===== config.mk =====
export PLATFORM = sky130hd
export DESIGN_NAME = tim_monitor
export DESIGN_NICKNAME = d
export VERILOG_FILES = /design/src/hdl/tim_pkg.sv /design/src/hdl/tim_monitor.sv /design/src/hdl/tim_low_filter.sv /design/src/hdl/tim_disc_timer.sv
export SDC_FILE = /design/constraint.sdc
export NUM_CORES = 1
export LEC_CHECK = 0
export ABC_AREA = 1
export BUFFER_PORTS_ARGS = -buffer_cell sky130_fd_sc_hd__buf_2
export CAP_MARGIN = 20
export CORE_MARGIN = 4
export CORE_UTILIZATION = 36
export DETAILED_ROUTE_END_ITERATION = 16
export PLACE_DENSITY_LB_ADDON = 0.15
export SYNTH_ARGS = -nofsm -noshare
export SYNTH_HDL_FRONTEND = slang
export SYNTH_SLANG_ARGS = --single-unit

===== constraint.sdc =====
create_clock -name sys_clk -period 2.4 [get_ports sys_clk]
set_clock_uncertainty 0.2 [all_clocks]
set_input_delay 0.24 -clock sys_clk [delete_from_list [all_inputs] [get_ports sys_clk]]
set_output_delay 0.24 -clock sys_clk [all_outputs]
set_load 0.02 [all_outputs]

===== src/hdl/tim_pkg.sv =====
// Package for the dual-channel torque-inhibit monitor: timing, states and carriers.
// Assumes a 50 MHz system clock; nothing else.
package tim_pkg;

	// System clock rate
	localparam int unsigned CLK_HZ = 50_000_000;
	localparam int unsigned CLK_KHZ = 50_000;

	// Discrepancy detection limits, in milliseconds as printed
	localparam int unsigned DISC_MIN_MS = 1600;
	localparam int unsigned DISC_TYP_MS = 2300;
	localparam int unsigned DISC_MAX_MS = 3000;
	// Typical threshold chosen as the trip point, in cycles
	localparam int unsigned DISC_TRIP_CYC = DISC_TYP_MS * CLK_KHZ;
	localparam int unsigned DISC_MIN_CYC = DISC_MIN_MS * CLK_KHZ;
	localparam int unsigned DISC_MAX_CYC = DISC_MAX_MS * CLK_KHZ;

	// Low-level filter: pulses under 2 ms ignored, 6 ms typical to act
	localparam int unsigned PULSE_IGNORE_US = 2000;
	localparam int unsigned LOW_FILTER_US = 6000;
	localparam int unsigned LOW_FILTER_CYC = LOW_FILTER_US * (CLK_KHZ / 1000);
	localparam int unsigned PULSE_IGNORE_CYC = PULSE_IGNORE_US * (CLK_KHZ / 1000);

	// Monitor states
	typedef enum logic [1:0] {
		TIM_SAFE,
		TIM_RUN,
		TIM_DISAGREE,
		TIM_LOCKED
	} tim_state_e;

	// Filtered channel pair
	typedef struct packed {
		logic chan_a;
		logic chan_b;
	} tim_chan_s;

	// Outputs toward the drive
	typedef struct packed {
		logic run_permit;
		logic trip;
		logic status_on;
		logic locked_fault;
	} tim_out_s;

endpackage


===== src/hdl/tim_monitor.sv =====
// Behaviour
// - Both low: trip, no start, status on.
// - Both high: run permitted, status off.
// - One high: trip, no start, status off.
// - Opposite channel states form the discrepancy.
// - Discrepancy beyond maximum time locks fault.
// - Short discrepancy never faults; typical threshold between.
// - Lock occurs on expiry without input change.
// - Locked: tripped, no start, status off.
// - Only full power cycle leaves lock.
// - Status on only in safe state.
// - Status follows inputs on auxiliary power.
// - Ignore low test pulses under 2 ms.
// - Low must persist filter time first.
//
// Top of the dual-channel torque-inhibit monitor.
// Assumes channel inputs synchronous to sys_clk; reset is the power-on reset,
// raised only by a full power cycle including the auxiliary supply.
`timescale 1ns/1ps
`default_nettype none
module tim_monitor #(
	parameter int unsigned FILT_CYC = tim_pkg::LOW_FILTER_CYC,
	parameter int unsigned TRIP_CYC = tim_pkg::DISC_TRIP_CYC
) (
	input wire logic sys_clk,
	input wire logic reset,
	input wire logic channel_a_inhibit_in,
	input wire logic channel_b_inhibit_in,
	input wire logic sw_run_request,
	output logic run_permit,
	output logic motor_power_en,
	output logic torque_inhibit_trip,
	output logic locked_fault,
	output logic inhibit_status_pos,
	output logic inhibit_status_neg
);
	tim_pkg::tim_chan_s chan;
	tim_pkg::tim_state_e state_ff;
	tim_pkg::tim_state_e nxt_state;
	tim_pkg::tim_out_s out_ff;
	tim_pkg::tim_out_s nxt_out;
	logic motor_ff;
	logic status_neg_ff;
	logic disagree;
	logic expired;
	logic [1:0] raw_chan;
	logic [1:0] filt_chan;

	// Channel A on bit 1, channel B on bit 0, matching the carrier
	assign raw_chan = {channel_a_inhibit_in, channel_b_inhibit_in};

	// Per-channel low filters
	for (genvar gi = 0; gi < 2; gi++) begin : g_filt
		tim_low_filter #(.FILT_CYC(FILT_CYC)) u_filt (
			.sys_clk(sys_clk),
			.reset(reset),
			.raw_in(raw_chan[gi]),
			.filt_out(filt_chan[gi])
		);
	end

	assign chan = tim_pkg::tim_chan_s'(filt_chan);

	// Discrepancy is opposite channel states
	assign disagree = chan.chan_a ^ chan.chan_b;

	tim_disc_timer #(.TRIP_CYC(TRIP_CYC)) u_timer (
		.sys_clk(sys_clk),
		.reset(reset),
		.disagree(disagree),
		.expired(expired)
	);

	// State decode from filtered channels; lock is absorbing
	always_comb begin
		nxt_state = state_ff;
		case (state_ff)
			tim_pkg::TIM_LOCKED: begin
				nxt_state = tim_pkg::TIM_LOCKED;
			end
			tim_pkg::TIM_SAFE, tim_pkg::TIM_RUN, tim_pkg::TIM_DISAGREE: begin
				if (expired) begin
					nxt_state = tim_pkg::TIM_LOCKED;
				end else if (disagree) begin
					nxt_state = tim_pkg::TIM_DISAGREE;
				end else if (chan.chan_a) begin
					nxt_state = tim_pkg::TIM_RUN;
				end else begin
					nxt_state = tim_pkg::TIM_SAFE;
				end
			end
			default: begin
				nxt_state = tim_pkg::TIM_LOCKED;
			end
		endcase
	end

	// State register, power-on reset returns to input-driven state
	always_ff @(posedge sys_clk or posedge reset) begin
		if (reset) begin
			state_ff <= tim_pkg::TIM_SAFE;
		end else begin
			state_ff <= nxt_state;
		end
	end

	// Output decode from the next state so outputs track it with no lag
	always_comb begin
		nxt_out = '0;
		case (nxt_state)
			tim_pkg::TIM_SAFE: begin
				nxt_out.trip = 1'b1;
				nxt_out.status_on = 1'b1;
			end
			tim_pkg::TIM_RUN: begin
				nxt_out.run_permit = 1'b1;
			end
			tim_pkg::TIM_DISAGREE: begin
				nxt_out.trip = 1'b1;
			end
			tim_pkg::TIM_LOCKED: begin
				nxt_out.trip = 1'b1;
				nxt_out.locked_fault = 1'b1;
			end
			default: begin
				nxt_out.trip = 1'b1;
			end
		endcase
	end

	// Registered outputs; safe state at reset
	always_ff @(posedge sys_clk or posedge reset) begin
		if (reset) begin
			out_ff <= '{run_permit: 1'b0, trip: 1'b1, status_on: 1'b1, locked_fault: 1'b0};
		end else begin
			out_ff <= nxt_out;
		end
	end

	// Motor power only with permission and a software run request
	always_ff @(posedge sys_clk or posedge reset) begin
		if (reset) begin
			motor_ff <= 1'b0;
		end else begin
			motor_ff <= nxt_out.run_permit && sw_run_request;
		end
	end

	// Inverse status leg kept in its own flop so the pin is registered
	always_ff @(posedge sys_clk or posedge reset) begin
		if (reset) begin
			status_neg_ff <= 1'b0;
		end else begin
			status_neg_ff <= ~nxt_out.status_on;
		end
	end

	assign run_permit = out_ff.run_permit;
	assign torque_inhibit_trip = out_ff.trip;
	assign locked_fault = out_ff.locked_fault;
	assign inhibit_status_pos = out_ff.status_on;
	assign inhibit_status_neg = status_neg_ff;
	assign motor_power_en = motor_ff;
endmodule // tim_monitor
`default_nettype wire


===== src/hdl/tim_low_filter.sv =====
// Low-going glitch filter for one channel input.
// Assumes the input is already synchronous to sys_clk.
`timescale 1ns/1ps
`default_nettype none
module tim_low_filter #(
	parameter int unsigned FILT_CYC = tim_pkg::LOW_FILTER_CYC
) (
	input wire logic sys_clk,
	input wire logic reset,
	input wire logic raw_in,
	output logic filt_out
);
	localparam int unsigned CW = $clog2(FILT_CYC + 1);
	logic [CW-1:0] low_cnt_ff;
	logic filt_ff;

	// Count consecutive low cycles; any high restarts the count
	always_ff @(posedge sys_clk or posedge reset) begin
		if (reset) begin
			low_cnt_ff <= '0;
		end else if (raw_in) begin
			low_cnt_ff <= '0;
		end else if (low_cnt_ff != CW'(FILT_CYC)) begin
			low_cnt_ff <= low_cnt_ff + CW'(1);
		end
	end

	// High follows at once, low only after a full filter time
	always_ff @(posedge sys_clk or posedge reset) begin
		if (reset) begin
			filt_ff <= 1'b0;
		end else if (raw_in) begin
			filt_ff <= 1'b1;
		end else if (low_cnt_ff == CW'(FILT_CYC - 1)) begin
			filt_ff <= 1'b0;
		end
	end

	assign filt_out = filt_ff;
endmodule // tim_low_filter
`default_nettype wire


===== src/hdl/tim_disc_timer.sv =====
// Discrepancy duration counter with terminal level, held while disagreement lasts.
// Assumes disagree is a filtered level synchronous to sys_clk.
`timescale 1ns/1ps
`default_nettype none
module tim_disc_timer #(
	parameter int unsigned TRIP_CYC = tim_pkg::DISC_TRIP_CYC
) (
	input wire logic sys_clk,
	input wire logic reset,
	input wire logic disagree,
	output logic expired
);
	localparam int unsigned CW = $clog2(TRIP_CYC + 1);
	logic [CW-1:0] cnt_ff;
	logic exp_ff;

	// Count while channels disagree, clear on agreement
	always_ff @(posedge sys_clk or posedge reset) begin
		if (reset) begin
			cnt_ff <= '0;
		end else if (!disagree) begin
			cnt_ff <= '0;
		end else if (cnt_ff != CW'(TRIP_CYC)) begin
			cnt_ff <= cnt_ff + CW'(1);
		end
	end

	// Expiry level once the terminal count is reached
	always_ff @(posedge sys_clk or posedge reset) begin
		if (reset) begin
			exp_ff <= 1'b0;
		end else begin
			exp_ff <= disagree && (cnt_ff >= CW'(TRIP_CYC - 1));
		end
	end

	assign expired = exp_ff;
endmodule // tim_disc_timer
`default_nettype wire


==> flow_summary.json, run 1 <==
{
  "final_cell_mix": "nand2_1 (119), inv_1 (88), nor2_1 (80)",
  "dp_hpwl_um": 6820,
  "die_area_um2": 13800,
  "p_switching_mw": 0.600,
  "vias_per_cell": 4.90,
  "crit_path_end_kind": "register",
  "ys_types": 37,
  "cpPeakStageDelay_ns": 0.39,
  "nets": 612,
  "slew_viol_final": 0,
  "worst_setup_path_start_kind": "register",
  "maxSlewHeadroom_pct": 64.5,
  "fin_setup_tns_ns": 0,
  "p_per_area_nw_per_um2": 587,
  "h-tree-depth": 3,
  "synth-main-ff-cell": "dfrtp_1",
  "crit_required_ns": 2.42,
  "ant_nets": 0,
  "ir_drop_mv": 0.570,
  "switching_share_pct": 21.1,
  "power.share.clock_pct": 51.5,
  "arrival_ns": 1.91,
  "rsz0062_at_grt": "false",
  "syn_area_per_cell_um2": 7.38,
  "whs_ns": 0.208,
  "grt_pass1_vias": 3535,
  "grt_pass1_wl_um": 16700,
  "grt_antenna_before_repair": 0,
  "pwr-share-seq_pct": 45.6,
  "async_flop_share_pct": 100,
  "final_common_cell": "nand2_1",
  "timing.final.hold_violations": 0,
  "vias": 3668,
  "worst_pin_slew_ns": 0.529,
  "num_rows": 39,
  "drt_wl_total_um": 9440,
  "cts_tree": "yes",
  "criticalPathCategory": "register to register",
  "fin_crit_ns": 1.89,
  "path_delay_family": "simple AND/OR/NAND/NOR gates",
  "syn_area_um2": 4300,
  "crit_chain": "ha_1, nand2_1, nor2_4, inv_1, nor2_4, nand2_2, nor2_4, nand3_1, nand2_1, nor2_1",
  "synth_edf_count": 0,
  "core_area_um2": 11600,
  "cts_buffer_depth": 2,
  "syn-num-nets": 594,
  "yosys_warnings": 0,
  "leakagePower_nw": 2.13,
  "yosysSeqAreaShare_pct": 44.3,
  "drtPass1Iterations": 5,
  "place.gp.congestion": 0.841,
  "setup_viol": 0,
  "intPower_mw": 2.25,
  "drtIter0Drc": 203,
  "worstSkewPairLatency_ns": 0.34,
  "grt_usage_pct": 15.4,
  "period_share_pct": 78.7,
  "dieHeight_um": 117,
  "critPathMostFrequentCell": "nor2_4",
  "io_buffers": 10,
  "outcome": "finished clean",
  "clk_pin_slew_worst_paths_ns": 0.06,
  "numCtsBuffers": 9,
  "cts.sinks": 76,
  "max_freq_mhz": 529,
  "synthCells": 582,
  "ys_ff_latch": 76,
  "cp_max_fo": 5,
  "combPwrFrac_pct": 2.9,
  "initial_core_util_pct": 37.2,
  "min-delay-path-class": "input pin to async pin",
  "slowest_stage": "dfrtp_1",
  "root_buffer": "clkbuf_16",
  "cts_setup_buffers": 0,
  "synthToLayoutAreaGrowth_pct": 12.9,
  "grt_max_degree": 59,
  "maxCapViolCount": 0,
  "layout-drive-gt1-share_pct": 8.76,
  "routedWlPerCell_um": 12.6,
  "antenna_cells": 0,
  "num_io_pins": 11,
  "drc": 0,
  "die-width_um": 117,
  "critical_path_buf_inv_count": 1,
  "grt_overflow": 0
}
cells by family after synthesis:
logic type      count (synthesis)  share of synthesized area (%)
compound gates                 73                           8.97
fa+ha+maj                       7                           2.04
xor+xnor                        5                           1.02
simple gates                  321                           34.3
buf+inv                       100                           9.40
flops                          76                           44.3
cell usage after synthesis (2+ instances only):
master	count	area [um^2]
o21ai_0	29	145
xor2_1	5	43.8
nor2_4	7	78.8
nand2_1	119	447
nand3_1	46	230
buf_4	2	15.0
a31oi_1	2	12.5
a21oi_1	34	170
ha_1	7	87.6
nor3_1	32	160
dfstp_2	2	52.6
clkbuf_1	2	7.51
nand3_2	2	20.0
or2_2	2	12.5
inv_2	2	7.51
nor2_2	5	31.3
inv_1	89	334
nand2_2	3	18.8
buf_2	2	10.0
dfrtp_1	74	1850
nor2_1	80	300
nand4_1	21	131
registers in the layout, indices dropped and copies added (netlist names):
name / cells
inhibit_status_pos: 1
u_timer.cnt_ff: 27
state_ff: 2
motor_power_en: 1
locked_fault: 1
u_timer.expired: 1
inhibit_status_neg: 1
g_filt.u_filt.low_cnt_ff: 38
g_filt.u_filt.filt_out: 2
run_permit: 1
torque_inhibit_trip: 1
per-stage QoR:
step                      cells  setup WS, ns  power [mW]  utilization [%]  instance area, um^2
after floorplan             582        0.0250        1.37                -                 4300
after global placement      728         0.551        1.40             38.9                 4490
after detailed placement    728         0.526        1.40             38.9                 4490
after CTS                   748         0.501        2.89             41.9                 4850
after global routing        748         0.312        2.96             41.9                 4850
final                       748         0.511        2.85             41.9                 4850
per-layer routing:
| layer | vias up | track usage [%] | share of wire [%] |
|---|---|---|---|
| li1 | 1921 | - | - |
| met1 | 1670 | 21.1 | 50 |
| met2 | 63 | 23.5 | 44 |
| met3 | 14 | 3.14 | 3.8 |
| met4 | 0 | 6.96 | 2.0 |
| met5 | - | 0 | 0 |
cell type report:
class	count	area (um^2)
tap	143	179
multi-input combinational	406	1990
sequential	76	1900
inverter	91	343
timing repair buffer	16	118
clock buffer	11	243
clock inverter	5	75.1
fill	1178	6710
power groups by stage:
stage | combinational [mW] | clock [mW] | sequential (mW)
CTS | 0.0860 | 1.51 | 1.30
finish | 0.0825 | 1.47 | 1.30
detailed placement | 0.0811 | 0 | 1.32
floorplan | 0.0514 | 0 | 1.32
global route | 0.0976 | 1.56 | 1.30
global placement | 0.0783 | 0 | 1.32
worst min-delay path, cell delays in order:
cell and delay [ns]:
dlygate4sd3_1 0.53, buf_2 0.12, clkinv_2 0.26
path summary, 6_finish.rpt:
kind | start | endpoint | slack [ns] | depth (start not counted)
max reg2reg | g_filt[0].u_filt.low_cnt_ff[0] | g_filt[0].u_filt.low_cnt_ff[16] | 0.51 | 10
min reg2reg | g_filt[0].u_filt.low_cnt_ff[11] | g_filt[0].u_filt.low_cnt_ff[11] | 0.27 | 1
min | reset | u_timer.cnt_ff[17] | 0.21 | 3
max | g_filt[0].u_filt.low_cnt_ff[0] | g_filt[0].u_filt.low_cnt_ff[16] | 0.51 | 10
min in group sys_clk | g_filt[0].u_filt.low_cnt_ff[11] | g_filt[0].u_filt.low_cnt_ff[11] | 0.27 | 1
max in group asynchronous | reset | torque_inhibit_trip | 1.11 | 4
timing repair:
action                                 in CTS  in global routing
endpoints found under the hold margin      26                  0
hold buffers                                4                  0
gates resized for setup                     0                  0
Power figures use the tool's default switching activity.
==> inputs of run 2 (changes only) <==
==> constraint.sdc (replaced) <==
create_clock -name sys_clk -period 1.76 [get_ports sys_clk]
set_clock_uncertainty 0.2 [all_clocks]
set_input_delay 0.176 -clock sys_clk [delete_from_list [all_inputs] [get_ports sys_clk]]
set_output_delay 0.176 -clock sys_clk [all_outputs]
set_load 0.02 [all_outputs]
==> flow_summary.json, run 2 (synthesized netlist as in run 1, its figures left out) <==
{
  "drt_wl_total_um": 10000,
  "dp_hpwl_um": 7320,
  "p_per_area_nw_per_um2": 743,
  "drc": 0,
  "setup_viol": 0,
  "crit_required_ns": 1.79,
  "worst_pin_slew_ns": 0.536,
  "layout-drive-gt1-share_pct": 18.5,
  "outcome": "finished clean",
  "crit_path_end_kind": "register",
  "clk_pin_slew_worst_paths_ns": 0.06,
  "routedWlPerCell_um": 12.7,
  "cp_max_fo": 11,
  "max_flop_register": "g_filt.u_filt.low_cnt_ff",
  "period_share_pct": 97.4,
  "criticalPathCategory": "register to register",
  "fin_crit_ns": 1.71,
  "rsz0062_at_grt": "true",
  "ir_drop_mv": 0.819,
  "io_buffers": 10,
  "initial_core_util_pct": 37.2,
  "h-tree-depth": 3,
  "vias_per_cell": 4.86,
  "reg_top3": "g_filt.u_filt.low_cnt_ff (38), u_timer.cnt_ff (27)",
  "largest_reg_flops": 38,
  "reg2reg_slack_ns": 0.05,
  "final_common_cell": "nand2_1",
  "slew_viol_final": 0,
  "grt_pass1_wl_um": 17000,
  "arrival_ns": 1.74,
  "r2r_cells": 9,
  "worst_setup_path_start_kind": "register",
  "worstSkewPairLatency_ns": 0.34,
  "antenna_cells": 0,
  "root_buffer": "clkbuf_16",
  "ant_nets": 0,
  "grt_pass1_vias": 3660,
  "vias": 3822,
  "cts.sinks": 76,
  "nets": 650,
  "final_cell_mix": "nand2_1 (115), inv_1 (84), nor2_1 (72), dfrtp_1 (72), nand3_1 (44)",
  "drtIter0Drc": 278,
  "num_io_pins": 11,
  "dieHeight_um": 117,
  "max_freq_mhz": 583,
  "grt_usage_pct": 15.8,
  "place.gp.congestion": 0.847,
  "numCtsBuffers": 9,
  "core_area_um2": 11600,
  "grt_max_degree": 22,
  "final_util_pct": 46.1,
  "num_rows": 39,
  "cts_buffer_depth": 2,
  "fillers": 1129,
  "rr_startpoint": "u_timer.cnt_ff[1]",
  "maxSlewHeadroom_pct": 64.2,
  "report.power.total_mw": 3.96,
  "drtPass1Iterations": 5,
  "grt_overflow": 0,
  "timing.final.hold_violations": 0,
  "die_area_um2": 13800,
  "timing.rr.end": "u_timer.cnt_ff[21]",
  "synthToLayoutAreaGrowth_pct": 24.0,
  "maxCapViolCount": 0,
  "grt_antenna_before_repair": 0,
  "die-width_um": 117,
  "leakagePower_nw": 2.38,
  "min-delay-path-class": "input pin to async pin",
  "cts_tree": "yes"
}
[run 2: cell types whose count changed in the layout (fill, tap and decap cells not counted), sizes merged]
cell | before | now
buf | 12 | 50
clkinv | 4 | 2
clkinvlp | 0 | 2
[run 2: cell type report]
type	instances	area (um^2)	share of cell area, %
well taps	143	179	3.36
inverters	91	345	6.48
repair buffers	54	444	8.34
multi-input cells	406	2130	39.9
clock inverters	5	85.1	1.60
clock buffers	11	243	4.56
flip-flops and latches	76	1910	35.8
[run 2: how the worst max path moves through the flow]
stage,startpoint,end,slack [ns],cells after the start
CTS,u_timer.cnt_ff[1],u_timer.cnt_ff[12],0.01,8
detailed placement,u_timer.cnt_ff[1],u_timer.cnt_ff[12],0.02,8
finish,u_timer.cnt_ff[1],u_timer.cnt_ff[21],0.05,9
floorplan,g_filt[0].u_filt.low_cnt_ff[0],g_filt[0].u_filt.low_cnt_ff[16],0.12,10
global placement,g_filt[1].u_filt.low_cnt_ff[0],g_filt[1].u_filt.low_cnt_ff[16],0.07,9
global route,u_timer.cnt_ff[1],u_timer.cnt_ff[23],-0.05,10
[run 2: stage by stage]
stage / setup TNS [ns] / hold WS [ns] / setup WS, ns / area, um^2 / instances
after detailed placement: 0 / 0.0584 / 0.0156 / 4730 / 754
after CTS: 0 / 0.240 / 0.0105 / 5100 / 774
final: 0 / 0.228 / 0.0457 / 5330 / 786
after floorplan: 0 / 0.0415 / 0.119 / 4300 / 582
after global placement: 0 / 0.0522 / 0.0718 / 4730 / 754
after global routing: -0.295 / 0.276 / -0.0476 / 5330 / 786
[run 2: report_power, final]
group	total [mW]	switching [mW]	internal [mW]
sequential	1.77	0.0115	1.76
combinational	0.140	0.0848	0.0554
clock	2.05	0.761	1.29
total	3.96	0.858	3.10
[run 2: worst max-delay path, cell delays in order (launching register included)]
cell and delay, ns:
dfrtp_1 0.43, buf_4 0.16, nand3_4 0.10, nor2_4 0.15
nand2_4 0.08, nor2_4 0.11, buf_12 0.13, nand3_1 0.07
o21ai_1 0.12, nor2_1 0.05
[run 2: timing repair]
| action | CTS | global route |
|---|---|---|
| hold endpoints to repair | 27 | 0 |
| gates resized for setup | 1 | 43 |
| pin swaps | 0 | 17 |
| buffers inserted | 0 | 12 |
| endpoints found under the setup margin | 1 | 22 |
| hold buffers | 4 | 0 |
[run 2: metal layers]
metal / track usage [%] / up-vias / part of all wire (%)
li1: - / 1985 / -
met1: 20.3 / 1775 / 49
met2: 25.1 / 48 / 46
met3: 5.04 / 14 / 3.4
met4: 5.73 / 0 / 1.9
met5: 0 / - / 0
==> inputs of run 3 (changes only) <==
--- a/config.mk
+++ b/config.mk
@@ -9,7 +9,7 @@
 export BUFFER_PORTS_ARGS = -buffer_cell sky130_fd_sc_hd__buf_2
 export CAP_MARGIN = 20
 export CORE_MARGIN = 4
-export CORE_UTILIZATION = 36
+export CORE_UTILIZATION = 45
 export DETAILED_ROUTE_END_ITERATION = 16
 export PLACE_DENSITY_LB_ADDON = 0.15
 export SYNTH_ARGS = -nofsm -noshare
==> flow_summary.json, run 3 (synthesized netlist as in run 1, its figures left out) <==
{
  "setup_viol": 0,
  "final_cell_mix": "nand2_1 (118), inv_1 (88), nor2_1 (75)",
  "max_freq_mhz": 594,
  "timing.final.hold_violations": 0,
  "startpoint": "u_timer.cnt_ff[1]",
  "fillers": 860,
  "reg_top3": "g_filt.u_filt.low_cnt_ff (38), u_timer.cnt_ff (27)",
  "use_met2_pct": 29.6,
  "cts_tree": "yes",
  "cp_max_fo": 4,
  "grt_max_degree": 28,
  "use_met1_pct": 24.1,
  "max_flop_register": "g_filt.u_filt.low_cnt_ff",
  "final_common_cell": "nand2_1",
  "grt_pass1_vias": 3603,
  "num_io_pins": 11,
  "dp_cells": 739,
  "num_rows": 35,
  "cpPeakStageDelay_ns": 0.43,
  "placed_area_um2": 4680,
  "min-delay-path-class": "input pin to async pin",
  "fin_cells": 768,
  "p_per_area_nw_per_um2": 716,
  "rsz0062_at_grt": "true",
  "io_buffers": 10,
  "dieHeight_um": 106,
  "numCtsBuffers": 9,
  "outcome": "finished clean",
  "dp_hpwl_um": 7050,
  "arrival_ns": 1.73,
  "cts_buffer_depth": 2,
  "multiInputGateArea_um2": 2080,
  "initial_core_util_pct": 46.3,
  "vias_per_cell": 4.99,
  "drtIter0Drc": 142,
  "critical_path_buf_inv_count": 2,
  "report.power.total_mw": 3.70,
  "largest_reg_flops": 38,
  "h-tree-depth": 3,
  "clk_pin_slew_worst_paths_ns": 0.08,
  "place.gp.congestion": 0.888,
  "drc": 0,
  "grt_pass1_wl_um": 16600,
  "leakagePower_nw": 2.31,
  "worst_pin_slew_ns": 0.588,
  "routedWlPerCell_um": 12.6,
  "vias": 3831,
  "synthToLayoutAreaGrowth_pct": 20.3,
  "crit_chain": "buf_6, nand3_4, nor2_4, nand2_4, nor2_4, buf_4, nand3_1, o21ai_0, nor2_1",
  "drt_wl_total_um": 9720,
  "fin_crit_ns": 1.68,
  "critPathMostFrequentCell": "nor2_4",
  "cts.sinks": 76,
  "reg2reg_slack_ns": 0.08,
  "ir_drop_mv": 0.442,
  "die_area_um2": 11200,
  "slowest_stage": "dfrtp_1",
  "path_delay_family": "simple AND/OR/NAND/NOR gates",
  "period_share_pct": 95.7,
  "antenna_cells": 0,
  "ant_nets": 0,
  "crit_required_ns": 1.80,
  "final_area_um2": 5170,
  "drtPass1Iterations": 4,
  "grt_usage_pct": 18.2,
  "die-width_um": 106,
  "layout-drive-gt1-share_pct": 16.7,
  "worstSkewPairLatency_ns": 0.35,
  "core_area_um2": 9280,
  "nets": 646,
  "top_usage_layer": "met2",
  "crit_path_end_kind": "register",
  "criticalPathCategory": "register to register",
  "maxCapViolCount": 0,
  "maxSlewHeadroom_pct": 60.7,
  "rr_startpoint": "u_timer.cnt_ff[1]",
  "grt_antenna_before_repair": 0,
  "root_buffer": "clkbuf_8",
  "slew_viol_final": 0,
  "grt_overflow": 0,
  "seq_area_um2": 1910,
  "worst_setup_path_start_kind": "register",
  "gr-usage-met3_pct": 3.18
}
## run 3: changes by cell type in the layout (fill, tap and decap cells not counted), sizes merged
cell	delta
bufinv	+2
buf	-4
clkinvlp	-1
inv	+1
clkbuf	-1
clkinv	-1
## run 3: timing repair
action / CTS / global route
setup endpoints to repair: 3 / 28
hold buffers: 4 / 0
pin swaps: 0 / 11
endpoints found under the hold margin: 28 / 0
resized for setup: 2 / 31
cloned: 0 / 0
buffers inserted: 1 / 8
## run 3: per-layer routing
| metal | part of all wire [%] | vias to the layer above |
|---|---|---|
| met3 | 2.7 | 18 |
| met5 | 0 | - |
| met2 | 48 | 60 |
| met4 | 1.9 | 0 |
| met1 | 48 | 1770 |
| li1 | - | 1983 |
## run 3: final timing paths
| check | depth (start not counted) | to |
|---|---|---|
| setup / recovery | 9 | u_timer.cnt_ff[21] |
| hold / removal | 3 | motor_power_en |
| setup reg to reg | 9 | u_timer.cnt_ff[21] |
| hold reg to reg | 1 | g_filt[0].u_filt.low_cnt_ff[11] |
| max in group asynchronous | 4 | u_timer.cnt_ff[18] |
| min in group sys_clk | 1 | g_filt[0].u_filt.low_cnt_ff[11] |
## run 3: final cells by class
cell class	count	share of cell area, %
clock buffers	10	2.66
clock inverters	6	2.59
inverters	91	6.68
multi-input cells	406	40.3
flip-flops and latches	76	37.0
well taps	129	3.12
repair buffers	50	7.60
## run 3: stage by stage
| stage | setup WS (ns) | setup TNS [ns] | util (%) | hold slack (ns) |
|---|---|---|---|---|
| 6_report | 0.0757 | 0 | 55.7 | 0.239 |
| 5_1_grt | -0.0511 | -0.117 | 55.7 | 0.256 |
| 4_1_cts | 0.00277 | 0 | 53.9 | 0.233 |
| 3_5_place_dp | -0.00371 | -0.00371 | 50.4 | 0.0684 |
| 3_3_place_gp | 0.0887 | 0 | 50.4 | 0.0649 |
| 2_1_floorplan | 0.119 | 0 | - | 0.0415 |
## run 3: power breakdown
group	total, mW	leakage [nW]	switching (mW)	internal, mW
Clock	1.80	0.137	0.671	1.13
Sequential	1.77	1.01	0.0120	1.76
Combinational	0.136	1.16	0.0842	0.0513
Total	3.70	2.31	0.767	2.94
## run 3: worst reg2reg max path: stages (launching register included)
cell,delay (ns)
dfrtp_1,0.43
buf_6,0.14
nand3_4,0.10
nor2_4,0.13
nand2_4,0.08
nor2_4,0.10
buf_4,0.14
nand3_1,0.06
o21ai_0,0.15
nor2_1,0.05
